$ cat src/hdl/fxst_pkg.sv
// Package of register map, field layouts and carrier types for the flag bank.
package fxst_pkg;

  // ---------------------------------------------------------------------------
  // Register map and layout
  // ---------------------------------------------------------------------------
  localparam int          ADDR_W            = 8;
  localparam int          DATA_W            = 32;
  localparam int          NUM_SHIFTERS      = 4;
  localparam int          NUM_TIMERS        = 4;
  localparam int          NUM_PINS          = 8;
  localparam int          CNT_W             = 16;
  localparam int          CNT_HI_LSB        = 8;
  localparam logic [7:0]  OFS_PIN_LEVELS    = 8'h04;
  localparam logic [7:0]  OFS_SHIFTER_READY = 8'h08;
  localparam logic [7:0]  OFS_SHIFTER_FAULT = 8'h0C;
  localparam logic [7:0]  OFS_TIMER_EXPIRY  = 8'h10;
  localparam logic [7:0]  OFS_READY_IRQ_EN  = 8'h18;
  localparam logic [7:0]  OFS_FAULT_IRQ_EN  = 8'h1C;
  localparam logic [7:0]  OFS_EXPIRY_IRQ_EN = 8'h20;
  localparam logic [7:0]  OFS_READY_DMA_EN  = 8'h28;
  localparam logic [3:0]  FLAG_RESET        = 4'h0;
  localparam logic [3:0]  ENABLE_RESET      = 4'h0;
  localparam logic [3:0]  FULL_WORD_STRB    = 4'hF;
  localparam logic [1:0]  RESP_OKAY         = 2'h0;
  localparam logic [1:0]  RESP_SLVERR       = 2'h2;

  // ---------------------------------------------------------------------------
  // Modes
  // ---------------------------------------------------------------------------
  typedef enum logic [2:0] {
    FXST_SMODE_OFF = 3'b000,
    FXST_SMODE_RX  = 3'b001,
    FXST_SMODE_TX  = 3'b010
  } fxst_shifter_mode_sel_t;

  typedef enum logic [1:0] {
    FXST_TMODE_OFF    = 2'b00,
    FXST_TMODE_BAUD8  = 2'b01,
    FXST_TMODE_PWM8   = 2'b10,
    FXST_TMODE_CNT16  = 2'b11
  } fxst_timer_mode_t;

  typedef enum logic [3:0] {
    FXST_REG_NONE   = 4'h0,
    FXST_REG_PINS   = 4'h1,
    FXST_REG_READY  = 4'h2,
    FXST_REG_FAULT  = 4'h3,
    FXST_REG_EXPIRY = 4'h4,
    FXST_REG_RIEN   = 4'h5,
    FXST_REG_FIEN   = 4'h6,
    FXST_REG_EIEN   = 4'h7,
    FXST_REG_RDMA   = 4'h8
  } fxst_reg_sel_t;

  // ---------------------------------------------------------------------------
  // Carriers
  // ---------------------------------------------------------------------------
  typedef struct packed {
    fxst_shifter_mode_sel_t shifter_mode_sel;
    logic                   buf_loaded;
    logic                   buf_to_shifter;
    logic                   buf_read;
    logic                   buf_written;
    logic                   overrun;
    logic                   frame_mismatch;
    logic                   underrun;
  } fxst_shifter_evt_t;

  typedef struct packed {
    fxst_timer_mode_t       mode;
    logic                   dec_active;
    logic [CNT_W-1:0]       count;
  } fxst_timer_evt_t;

  // Maps a byte address onto a register; non-word-aligned addresses map to none.
  function automatic fxst_reg_sel_t fxst_decode(input logic [ADDR_W-1:0] addr);
    fxst_reg_sel_t sel;
    sel = FXST_REG_NONE;
    unique case (addr)
      OFS_PIN_LEVELS:    sel = FXST_REG_PINS;
      OFS_SHIFTER_READY: sel = FXST_REG_READY;
      OFS_SHIFTER_FAULT: sel = FXST_REG_FAULT;
      OFS_TIMER_EXPIRY:  sel = FXST_REG_EXPIRY;
      OFS_READY_IRQ_EN:  sel = FXST_REG_RIEN;
      OFS_FAULT_IRQ_EN:  sel = FXST_REG_FIEN;
      OFS_EXPIRY_IRQ_EN: sel = FXST_REG_EIEN;
      OFS_READY_DMA_EN:  sel = FXST_REG_RDMA;
      default:           sel = FXST_REG_NONE;
    endcase
    return sel;
  endfunction

endpackage

$ cat src/hdl/fxst_flag_bank.sv
// Sticky flag bank: hardware sets, clears from software or hardware events, set wins over clear.
`timescale 1ns/100ps

module fxst_flag_bank #(
  parameter int WIDTH = 4
) (
  input  wire logic             i_ref_clk,
  input  wire logic             i_rst_b,
  input  wire logic [WIDTH-1:0] i_set,
  input  wire logic [WIDTH-1:0] i_clr,
  output logic      [WIDTH-1:0] o_flags
);

  logic [WIDTH-1:0] flags_reg;
  logic [WIDTH-1:0] flags_next;

  initial begin
    if (WIDTH < 1 || WIDTH > 32) begin
      $error("fxst_flag_bank: WIDTH must lie between 1 and 32.");
    end
  end

  // A clear in the same cycle as a set leaves the flag set.
  assign flags_next = (flags_reg & ~i_clr) | i_set;

  always_ff @(posedge i_ref_clk or negedge i_rst_b) begin
    if (!i_rst_b) begin
      flags_reg <= '0;
    end else begin
      flags_reg <= flags_next;
    end
  end

  assign o_flags = flags_reg;

endmodule

$ cat src/hdl/fxst_status_regs.sv
// Status flags, pin levels and enable registers of the flexible I/O unit on AXI4-Lite.
//
// The AXI4-Lite interface to the registers is this design's own decision.
`timescale 1ns/100ps

module fxst_status_regs #(
  parameter int NUM_PINS = fxst_pkg::NUM_PINS
) (
  input  wire logic                                     i_ref_clk,
  input  wire logic                                     i_rst_b,
  input  wire logic [NUM_PINS-1:0]                      i_pin_level_bits,
  input  wire fxst_pkg::fxst_shifter_evt_t [3:0]        i_shifter,
  input  wire fxst_pkg::fxst_timer_evt_t   [3:0]        i_timer,
  input  wire logic                                     i_awvalid,
  output logic                                          o_awready,
  input  wire logic [fxst_pkg::ADDR_W-1:0]              i_awaddr,
  input  wire logic [2:0]                               i_awprot,
  input  wire logic                                     i_wvalid,
  output logic                                          o_wready,
  input  wire logic [fxst_pkg::DATA_W-1:0]              i_wdata,
  input  wire logic [3:0]                               i_wstrb,
  output logic                                          o_bvalid,
  input  wire logic                                     i_bready,
  output logic [1:0]                                    o_bresp,
  input  wire logic                                     i_arvalid,
  output logic                                          o_arready,
  input  wire logic [fxst_pkg::ADDR_W-1:0]              i_araddr,
  input  wire logic [2:0]                               i_arprot,
  output logic                                          o_rvalid,
  input  wire logic                                     i_rready,
  output logic [fxst_pkg::DATA_W-1:0]                   o_rdata,
  output logic [1:0]                                    o_rresp,
  output logic                                          o_irq,
  output logic [3:0]                                    o_dma_req
);

  // ---------------------------------------------------------------------------
  // Declarations
  // ---------------------------------------------------------------------------
  logic                          awready_reg;
  logic                          wready_reg;
  logic                          bvalid_reg;
  logic [1:0]                    bresp_reg;
  logic                          arready_reg;
  logic                          rvalid_reg;
  logic [fxst_pkg::DATA_W-1:0]   rdata_reg;
  logic [1:0]                    rresp_reg;
  logic [fxst_pkg::ADDR_W-1:0]   waddr_reg;
  logic [fxst_pkg::DATA_W-1:0]   wdata_reg;
  logic [3:0]                    wstrb_reg;
  logic                          irq_reg;
  logic [3:0]                    dma_req_reg;
  logic [NUM_PINS-1:0]           pin_levels_reg;
  logic [3:0]                    ready_irq_en_reg;
  logic [3:0]                    fault_irq_en_reg;
  logic [3:0]                    expiry_irq_en_reg;
  logic [3:0]                    ready_dma_en_reg;
  logic [3:0]                    tx_mode_prev_reg;
  logic [3:0]                    timer_zero_prev_reg;
  logic                          wr_fire;
  logic                          wr_ok;
  fxst_pkg::fxst_reg_sel_t       wr_sel;
  fxst_pkg::fxst_reg_sel_t       rd_sel;
  logic [3:0]                    wr_bits;
  logic [3:0]                    ready_set;
  logic [3:0]                    ready_clr;
  logic [3:0]                    fault_set;
  logic [3:0]                    fault_clr;
  logic [3:0]                    expiry_set;
  logic [3:0]                    expiry_clr;
  logic [3:0]                    timer_zero;
  logic [3:0]                    is_rx;
  logic [3:0]                    is_tx;
  logic [3:0]                    ready_flags;
  logic [3:0]                    fault_flags;
  logic [3:0]                    expiry_flags;
  logic [fxst_pkg::DATA_W-1:0]   rdata_next;

  initial begin
    if (NUM_PINS < 1 || NUM_PINS > fxst_pkg::DATA_W) begin
      $error("fxst_status_regs: NUM_PINS must lie between 1 and 32.");
    end
  end

  // ---------------------------------------------------------------------------
  // AXI4-Lite write channel
  // ---------------------------------------------------------------------------
  // Address and data are held until both have arrived; the write then takes
  // effect on the next edge, the same edge on which the response is raised.
  assign wr_fire = !awready_reg && !wready_reg && !bvalid_reg;
  assign wr_sel  = fxst_pkg::fxst_decode(waddr_reg);
  // Only full-word writes to mapped registers take effect; others get SLVERR.
  assign wr_ok   = (wr_sel != fxst_pkg::FXST_REG_NONE)
                && (wstrb_reg == fxst_pkg::FULL_WORD_STRB);
  assign wr_bits = wdata_reg[3:0];

  always_ff @(posedge i_ref_clk or negedge i_rst_b) begin
    if (!i_rst_b) begin
      awready_reg <= 1'b1;
      waddr_reg   <= '0;
    end else if (awready_reg && i_awvalid) begin
      awready_reg <= 1'b0;
      waddr_reg   <= i_awaddr;
    end else if (bvalid_reg && i_bready) begin
      awready_reg <= 1'b1;
    end
  end

  always_ff @(posedge i_ref_clk or negedge i_rst_b) begin
    if (!i_rst_b) begin
      wready_reg <= 1'b1;
      wdata_reg  <= '0;
      wstrb_reg  <= '0;
    end else if (wready_reg && i_wvalid) begin
      wready_reg <= 1'b0;
      wdata_reg  <= i_wdata;
      wstrb_reg  <= i_wstrb;
    end else if (bvalid_reg && i_bready) begin
      wready_reg <= 1'b1;
    end
  end

  always_ff @(posedge i_ref_clk or negedge i_rst_b) begin
    if (!i_rst_b) begin
      bvalid_reg <= 1'b0;
      bresp_reg  <= fxst_pkg::RESP_OKAY;
    end else if (wr_fire) begin
      bvalid_reg <= 1'b1;
      bresp_reg  <= wr_ok ? fxst_pkg::RESP_OKAY : fxst_pkg::RESP_SLVERR;
    end else if (bvalid_reg && i_bready) begin
      bvalid_reg <= 1'b0;
    end
  end

  // ---------------------------------------------------------------------------
  // Enable registers
  // ---------------------------------------------------------------------------
  always_ff @(posedge i_ref_clk or negedge i_rst_b) begin
    if (!i_rst_b) begin
      ready_irq_en_reg  <= fxst_pkg::ENABLE_RESET;
      fault_irq_en_reg  <= fxst_pkg::ENABLE_RESET;
      expiry_irq_en_reg <= fxst_pkg::ENABLE_RESET;
      ready_dma_en_reg  <= fxst_pkg::ENABLE_RESET;
    end else if (wr_fire && wr_ok) begin
      unique case (wr_sel)
        fxst_pkg::FXST_REG_RIEN: ready_irq_en_reg  <= wr_bits;
        fxst_pkg::FXST_REG_FIEN: fault_irq_en_reg  <= wr_bits;
        fxst_pkg::FXST_REG_EIEN: expiry_irq_en_reg <= wr_bits;
        fxst_pkg::FXST_REG_RDMA: ready_dma_en_reg  <= wr_bits;
        default: begin
        end
      endcase
    end
  end

  // ---------------------------------------------------------------------------
  // Flag set and clear conditions
  // ---------------------------------------------------------------------------
  always_comb begin
    for (int i = 0; i < 4; i++) begin
      is_rx[i] = (i_shifter[i].shifter_mode_sel == fxst_pkg::FXST_SMODE_RX);
      is_tx[i] = (i_shifter[i].shifter_mode_sel == fxst_pkg::FXST_SMODE_TX);
      ready_set[i] = (is_rx[i] && i_shifter[i].buf_loaded)
                  || (is_tx[i] && (i_shifter[i].buf_to_shifter
                                   || !tx_mode_prev_reg[i]));
      ready_clr[i] = (is_rx[i] && i_shifter[i].buf_read)
                  || (is_tx[i] && i_shifter[i].buf_written);
      fault_set[i] = (is_rx[i] && (i_shifter[i].overrun
                                   || i_shifter[i].frame_mismatch))
                  || (is_tx[i] && i_shifter[i].underrun);
      unique case (i_timer[i].mode)
        fxst_pkg::FXST_TMODE_BAUD8,
        fxst_pkg::FXST_TMODE_PWM8:
          timer_zero[i] = (i_timer[i].count[fxst_pkg::CNT_W-1:fxst_pkg::CNT_HI_LSB] == '0);
        fxst_pkg::FXST_TMODE_CNT16:
          timer_zero[i] = (i_timer[i].count == '0);
        fxst_pkg::FXST_TMODE_OFF:
          timer_zero[i] = 1'b0;
      endcase
      // Only the arrival at zero counts, so a cleared flag stays clear while
      // the counter rests there.
      expiry_set[i] = i_timer[i].dec_active && timer_zero[i]
                   && !timer_zero_prev_reg[i];
    end
  end

  // Write-one clears; zero bits in the written word leave flags alone.
  assign fault_clr  = (wr_fire && wr_ok && wr_sel == fxst_pkg::FXST_REG_FAULT)
                    ? wr_bits : 4'h0;
  assign expiry_clr = (wr_fire && wr_ok && wr_sel == fxst_pkg::FXST_REG_EXPIRY)
                    ? wr_bits : 4'h0;

  always_ff @(posedge i_ref_clk or negedge i_rst_b) begin
    if (!i_rst_b) begin
      tx_mode_prev_reg    <= 4'hF;
      timer_zero_prev_reg <= 4'h0;
    end else begin
      tx_mode_prev_reg    <= is_tx;
      timer_zero_prev_reg <= timer_zero;
    end
  end

  // ---------------------------------------------------------------------------
  // Flag banks
  // ---------------------------------------------------------------------------
  fxst_flag_bank #(.WIDTH(4)) u_ready_flags (
    .i_ref_clk (i_ref_clk),
    .i_rst_b   (i_rst_b),
    .i_set     (ready_set),
    .i_clr     (ready_clr | ((wr_fire && wr_ok && wr_sel == fxst_pkg::FXST_REG_READY)
                             ? wr_bits : 4'h0)),
    .o_flags   (ready_flags)
  );

  fxst_flag_bank #(.WIDTH(4)) u_fault_flags (
    .i_ref_clk (i_ref_clk),
    .i_rst_b   (i_rst_b),
    .i_set     (fault_set),
    .i_clr     (fault_clr),
    .o_flags   (fault_flags)
  );

  fxst_flag_bank #(.WIDTH(4)) u_expiry_flags (
    .i_ref_clk (i_ref_clk),
    .i_rst_b   (i_rst_b),
    .i_set     (expiry_set),
    .i_clr     (expiry_clr),
    .o_flags   (expiry_flags)
  );

  // ---------------------------------------------------------------------------
  // Pin levels, interrupt and DMA requests
  // ---------------------------------------------------------------------------
  always_ff @(posedge i_ref_clk or negedge i_rst_b) begin
    if (!i_rst_b) begin
      pin_levels_reg <= '0;
    end else begin
      pin_levels_reg <= i_pin_level_bits;
    end
  end

  always_ff @(posedge i_ref_clk or negedge i_rst_b) begin
    if (!i_rst_b) begin
      irq_reg <= 1'b0;
    end else begin
      irq_reg <= |(ready_flags & ready_irq_en_reg)
              || |(fault_flags & fault_irq_en_reg)
              || |(expiry_flags & expiry_irq_en_reg);
    end
  end

  always_ff @(posedge i_ref_clk or negedge i_rst_b) begin
    if (!i_rst_b) begin
      dma_req_reg <= 4'h0;
    end else begin
      dma_req_reg <= ready_flags & ready_dma_en_reg;
    end
  end

  // ---------------------------------------------------------------------------
  // AXI4-Lite read channel
  // ---------------------------------------------------------------------------
  assign rd_sel = fxst_pkg::fxst_decode(i_araddr);

  always_comb begin
    rdata_next = '0;
    unique case (rd_sel)
      fxst_pkg::FXST_REG_PINS:   rdata_next[NUM_PINS-1:0] = pin_levels_reg;
      fxst_pkg::FXST_REG_READY:  rdata_next[3:0] = ready_flags;
      fxst_pkg::FXST_REG_FAULT:  rdata_next[3:0] = fault_flags;
      fxst_pkg::FXST_REG_EXPIRY: rdata_next[3:0] = expiry_flags;
      fxst_pkg::FXST_REG_RIEN:   rdata_next[3:0] = ready_irq_en_reg;
      fxst_pkg::FXST_REG_FIEN:   rdata_next[3:0] = fault_irq_en_reg;
      fxst_pkg::FXST_REG_EIEN:   rdata_next[3:0] = expiry_irq_en_reg;
      fxst_pkg::FXST_REG_RDMA:   rdata_next[3:0] = ready_dma_en_reg;
      default:                   rdata_next = '0;
    endcase
  end

  always_ff @(posedge i_ref_clk or negedge i_rst_b) begin
    if (!i_rst_b) begin
      arready_reg <= 1'b1;
      rvalid_reg  <= 1'b0;
      rdata_reg   <= '0;
      rresp_reg   <= fxst_pkg::RESP_OKAY;
    end else if (arready_reg && i_arvalid) begin
      arready_reg <= 1'b0;
      rvalid_reg  <= 1'b1;
      rdata_reg   <= rdata_next;
      rresp_reg   <= (rd_sel == fxst_pkg::FXST_REG_NONE)
                   ? fxst_pkg::RESP_SLVERR : fxst_pkg::RESP_OKAY;
    end else if (rvalid_reg && i_rready) begin
      arready_reg <= 1'b1;
      rvalid_reg  <= 1'b0;
    end
  end

  // ---------------------------------------------------------------------------
  // Outputs
  // ---------------------------------------------------------------------------
  assign o_awready = awready_reg;
  assign o_wready  = wready_reg;
  assign o_bvalid  = bvalid_reg;
  assign o_bresp   = bresp_reg;
  assign o_arready = arready_reg;
  assign o_rvalid  = rvalid_reg;
  assign o_rdata   = rdata_reg;
  assign o_rresp   = rresp_reg;
  assign o_irq     = irq_reg;
  assign o_dma_req = dma_req_reg;

endmodule

$ cat config.mk
export PLATFORM = sky130hd
export DESIGN_NAME = fxst_status_regs
export DESIGN_NICKNAME = d
export VERILOG_FILES = /design/src/hdl/fxst_pkg.sv /design/src/hdl/fxst_flag_bank.sv /design/src/hdl/fxst_status_regs.sv
export SDC_FILE = /design/constraint.sdc
export NUM_CORES = 1
export LEC_CHECK = 0
export BUFFER_PORTS_ARGS = -buffer_cell sky130_fd_sc_hd__buf_4
export CORE_UTILIZATION = 47
export DETAILED_ROUTE_END_ITERATION = 10
export PLACE_DENSITY = 0.91
export SYNTH_ARGS = -nofsm -noshare
export SYNTH_HDL_FRONTEND = slang
export SYNTH_SLANG_ARGS = --single-unit
$ cat constraint.sdc
create_clock -name i_ref_clk -period 3.45 [get_ports i_ref_clk]
set_clock_uncertainty 0.15 [all_clocks]
set_input_delay 1.035 -clock i_ref_clk [delete_from_list [all_inputs] [get_ports i_ref_clk]]
set_output_delay 1.035 -clock i_ref_clk [all_outputs]
set_load 0.03 [all_outputs]
### After elaboration in Yosys (flattened, before gate mapping)

Cells that the tools add are included.

| cells by class | value |
|---|---|
| equal/unequal tests | 52 |
| mux-type cells | 22 |
| bitwise logic cells | 14 |
| reduce and logical (&&, ||, !) cells | 106 |

Operators with widths:

| cell | number |
|---|---|
| $pmux 4 s8 | 3 |
| $logic_not 16->1 | 4 |
| $eq 8x5->1 const B | 6 |
| $logic_and 1x1->1 | 44 |
| $eq 4x3->1 const B | 8 |
| $eq 8x4->1 const B | 4 |
| $eq 8x6->1 const B | 4 |
| $logic_not 8->1 | 4 |
| $and 4x4->4 | 7 |
| $logic_or 1x1->1 | 22 |
| $eq 2x2->1 const B | 8 |
| $eq 4x2->1 const B | 4 |
| $eq 8x3->1 const B | 2 |
| $mux 4 | 4 |
| $or 4x4->4 | 4 |
| $eq 3x1->1 const B | 4 |
| $eq 3x2->1 const B | 4 |
| $eq 4x4->1 const B | 3 |
| $not 4->4 | 3 |
| $pmux 1 s3 | 4 |
| $reduce_or 4->1 | 3 |
| $logic_not 1->1 | 11 |
| $mux 1 | 9 |
| $eq 2x1->1 const B | 4 |
| other kinds (8) | 21 |

| storage, ports and cells | value |
|---|---|
| register bits after elaboration | 82 |
| input port bits | 189 |
| word-level logic and storage cells | 217 |

### Depth between registers and ports, before layout

| depth | value |
|---|---|
| depth after elaboration | 11 |
| depth in mapped cells | 5 |
| depth with buffers taken out | 5 |

### Hierarchy

A second synthesis with hierarchy kept.

| second synthesis, totals | value |
|---|---|
| cell total of the unflattened synthesis | 373 |
| area total of the unflattened synthesis | 4196.5 um^2 |

By module, submodules not included:

| module | times used | cells an instance | area an instance (um^2) | sequential area each (um^2) |
|---|---|---|---|---|
| fxst_status_regs | 1 | 337 | 3761.1 | 1710.4 |
| fxst_flag_bank | 3 | 12 | 145.1 | 100.1 |

### Worst setup path after synthesis

No wires, ideal clock.

| timing | value |
|---|---|
| kind | input-to-reg |
| from | input port i_araddr[2] (netlist name) |
| to | register rdata_reg (netlist bit o_rdata[4]) |
| library setup time | 68 ps |
| data arrival time | 2355 ps |
| setup slack | 878 ps |
| stages on the path | 4 |
| path buffers | 1 |
| cells stage by stage | clkbuf_1 or3b_2 nor4_1 a22o_1 |

| on the way | value |
|---|---|
| word-level cells in the longest chain between the ends | 4 |

RTL lines:

| what | RTL line | text |
|---|---|---|
| start, declared | fxst_status_regs.sv:27 | `input wire logic [fxst_pkg::ADDR_W-1:0] i_araddr,` |
| $eq 8x6->1 (tied with other cells) | fxst_pkg.sv:80 | `unique case (addr)` |
| $pmux 4 s8 (*) | fxst_pkg.sv:80 |  |
| $eq 4x1->1 (*) | fxst_status_regs.sv:267 | `unique case (rd_sel)` |
| $mux 4 (*) | fxst_status_regs.sv:267 |  |
| end signal, assigned | fxst_status_regs.sv:289 | `rdata_reg <= rdata_next;` |
| end, declared | fxst_status_regs.sv:46 | `logic [fxst_pkg::DATA_W-1:0] rdata_reg;` |

Mark *: on every way between the ends. The rest lies on a longest branch, timed or not.
A chain may end at the register's enable or synchronous reset.

### Worst setup path after layout

| timing | value |
|---|---|
| from | register waddr_reg[1] (netlist name) |
| to | register fault_irq_en_reg[3] |

| on the way | value |
|---|---|
| word-level cells in the longest chain between the ends | 6 |

RTL lines:

| what | RTL line | text |
|---|---|---|
| start, declared | fxst_status_regs.sv:48 | `logic [fxst_pkg::ADDR_W-1:0] waddr_reg;` |
| start signal, assigned | fxst_status_regs.sv:103 | `waddr_reg <= i_awaddr;` |
| $eq 8x6->1 (tied with other cells) | fxst_pkg.sv:80 |  |
| $pmux 4 s8 (*) | fxst_pkg.sv:80 |  |
| $reduce_bool 4->1 | fxst_status_regs.sv:93 | `assign wr_ok = (wr_sel != fxst_pkg::FXST_REG_NONE)` |
| $logic_and 1x1->1 | fxst_status_regs.sv:94 | `&& (wstrb_reg == fxst_pkg::FULL_WORD_STRB);` |
| $logic_and 1x1->1 | fxst_status_regs.sv:144 | `end else if (wr_fire && wr_ok) begin` |
| $reduce_and 2->1 (no source line) (*) | -- |  |
| end signal, assigned | fxst_status_regs.sv:141 | `fault_irq_en_reg <= fxst_pkg::ENABLE_RESET;` |
| end signal, assigned | fxst_status_regs.sv:147 | `fxst_pkg::FXST_REG_FIEN: fault_irq_en_reg <= wr_bits;` |
| end, declared | fxst_status_regs.sv:55 | `logic [3:0] fault_irq_en_reg;` |

Marks and branches as above.

==> out/metrics.yaml <==
clocking:
  cts_inserted_buffers: 9
  postCtsSetupBuffers: 0
  clockBufferDepth: 2
  cts-root-buf: "clkbuf_8"
  insertion_delay_ns: 0.35
  htreeDepth: 3
  cts_resized: 0
  postCtsHoldBufs: 0
  cts_tree: "done"
  cts_sinks: 80
  path_clk_slew_ns: 0.08
detailed_routing:
  route.final.wire_length_mm: 9.860
  routed_via_density: 5.299
  vias: 3386
  final_antenna_net_count: 0
  wl_per_cell_um: 15.43
  drc: 0
  drtIter0Drc: 155
  dr.pass1.iters: 4
sta:
  maxSlewViolCount: 0
  hold_violations: 0
  layout_setup_ws_ns: 0.8791
  slew_headroom: 0.3530
  max_freq_ghz: 0.3890
  worst_pin_slew_ns: 0.9705
  setup_tns_ns: 0
  post-route-min-period_ns: 2.571
  fin_crit_sh: 0.7452
  finalSetupViolCount: 0
  rsz0062_at_grt: "no"
logic_synthesis:
  synthFlopType: "dfrtp_1"
  ys_seq_area_frac: 0.5077
  synth-edff-count: 0
  synthDistinctLibCells: 44
  yosys.area.top_type: "dfrtp_1"
  synth_most_common_cell: "dfrtp_1"
  synth_area_leaders: "dfrtp_1 46%, mux2_2 8.0%, buf_4 4.9%"
  mappedNetlistArea_mm2: 0.003960
  avgSynthCellArea_um2: 11.25
  synthCells: 352
  ys_ff_latch: 80
  synth_async_sr_flop_share: 1.000
  ys.warnings.count: 0
  synth_top_area_share: 0.4613
  ys_top_cells_by_count: "73 x dfrtp_1, 28 x mux2_2, 26 x buf_4, 20 x nand2_1, 17 x nor2_1"
place:
  dp_hpwl_mm: 7.895
  place_ws_ns: 0.6963
  dpl_cell_area_mm2: 0.005268
  gp_congestion: 0.8063
  port_buffers: 174
cells_and_area:
  multi_input_area_mm2: 0.001785
  drive_above_1_share: 0.4382
  final_cell_area_mm2: 0.005480
  fin_nets: 722
  fillers: 600
  ff_latch_area_mm2: 0.002011
  antenna_cells: 0
  syn2layout_area_growth_pct: 38.39
worst_hold_path:
  min_path_cells: 1
  hp-class: "flop to flop"
floorplan:
  start_util: 0.4844
  die_x_um: 93.79
  dieArea_mm2: 0.008797
  row_count: 33
  die_y_um: 93.79
  io_pins: 235
  core-area_mm2: 0.008175
global_routing:
  grt_max_degree: 81
  grt_pass1_wl_mm: 15.53
  grt_pass1_vias: 3459
  gr-usage-all-layers: 0.2306
  antenna_found_initial: 0
  grt_overflow: 0
worst_setup_path:
  path_max_fanout: 10
  crit_type: "flop to flop"
  critical_path.startpoint_type: "flop"
  cp-end-kind: "flop"
  arrival_ns: 2.65
  worstPathRequired_ns: 3.53
  reg2reg_depth: 4
status:
  outcome: "finished clean"
flow_run:
  drv_cap: 0
power_and_ir_drop:
  p_leak_nw: 2.626
  p_switching_mw: 0.8016
  vdd_drop_max_mv: 0.3138
  p_sw_frac: 0.3055
  internal-power_mw: 1.822
  clkPwrFrac: 0.284
  power_density_mw_per_mm2: 478.8
  combinationalPowerShare: 0.240
  seq_power_share: 0.476
-- routing by layer --
| layer | up-vias | track usage | part of all wire | wire, um |
|---|---|---|---|---|
| li1 | 1602 | - | - | - |
| met1 | 1619 | 0.2532 | 0.37 | 3693 |
| met2 | 146 | 0.4264 | 0.54 | 5352 |
| met3 | 19 | 0.05259 | 0.062 | 608 |
| met4 | 0 | 0.09103 | 0.021 | 205 |
| met5 | - | 0 | 0 | 0 |
-- path summary, 6_finish.rpt --
check | from | slack (ns) | endpoint
setup / recovery | waddr_reg[1]$_DFFE_PN0P_ | 0.88 | fault_irq_en_reg[3]$_DFFE_PN0P_
hold / removal | pin_levels_reg[6]$_DFF_PN0_ | 0.33 | o_rdata[6]$_DFFE_PN0P_
setup reg to reg | waddr_reg[1]$_DFFE_PN0P_ | 0.88 | fault_irq_en_reg[3]$_DFFE_PN0P_
hold reg to reg | pin_levels_reg[6]$_DFF_PN0_ | 0.33 | o_rdata[6]$_DFFE_PN0P_
max in group asynchronous | i_rst_b | 1.84 | o_rdata[5]$_DFFE_PN0P_
min in group asynchronous | i_rst_b | 0.68 | o_dma_req[3]$_DFF_PN0_
-- layout by cell type (no fill, tap or decap), drive strengths merged, types with 2 or more instances in the layout --
master / count
mux2i: 15
mux2: 32
a22oi: 11
nand2b: 6
ha: 4
a32o: 4
o22ai: 9
a31oi: 4
inv: 9
or3b: 3
and2: 4
nand3b: 2
a21o: 4
conb: 26
clkbuf: 11
nor2: 17
dfstp: 7
bufinv: 2
clkinv: 2
a221oi: 3
nor4: 12
nand2: 20
dfrtp: 73
a211oi: 4
nor2b: 14
xnor2: 2
a21oi: 6
nand3: 5
nor4b: 6
or4: 3
and3: 5
nor3: 5
a22o: 7
o21ai: 16
buf: 174
-- logic make-up (layout without fill, tap and decap cells) --
family / Yosys count / after routing / share of synthesized area
simple gates: 107 / 107 / 0.1580
flops: 80 / 80 / 0.5077
compound gates: 69 / 69 / 0.1185
mux: 47 / 47 / 0.1327
buf+inv: 42 / 199 / 0.06509
fa+ha+maj: 4 / 4 / 0.01264
xor+xnor: 2 / 2 / 0.004424
other cells: 1 / 26 / 0.0009470
-- power by group through the flow --
stage               registers, mW  logic, mW  clock network, mW
global placement             1.25      0.602                  0
global route                 1.27      0.682              0.794
detailed placement           1.27      0.629                  0
CTS                          1.25      0.633              0.756
finish                       1.25      0.631              0.745
floorplan                    1.26      0.351                  0
-- critical path, stage by stage (launching register included) --
cell,delay [ns]
dfrtp_1,0.39
or4_1,0.67
nor4_4,0.53
and3_1,0.36
mux2_2,0.36
-- through the flow --
stage	power [mW]	util	hold slack (ns)	cells
4_1_cts	2.636	0.6703	0.3322	639
2_1_floorplan	1.611	-	0.2926	377
3_5_place_dp	1.895	0.6443	0.3140	623
5_1_grt	2.750	0.6703	0.3511	639
3_3_place_gp	1.854	0.6443	0.2976	623
6_report	2.624	0.6703	0.3337	639
-- area by class of cell --
| cell class | instances | share of cell area |
|---|---|---|
| multi-input combinational | 255 | 0.3258 |
| clock inverter | 5 | 0.01484 |
| inverter | 9 | 0.006164 |
| timing repair buffer | 174 | 0.2384 |
| sequential | 80 | 0.3669 |
| clock buffer | 11 | 0.02397 |
| tap | 105 | 0.02397 |
Power figures use the tool's default switching activity.
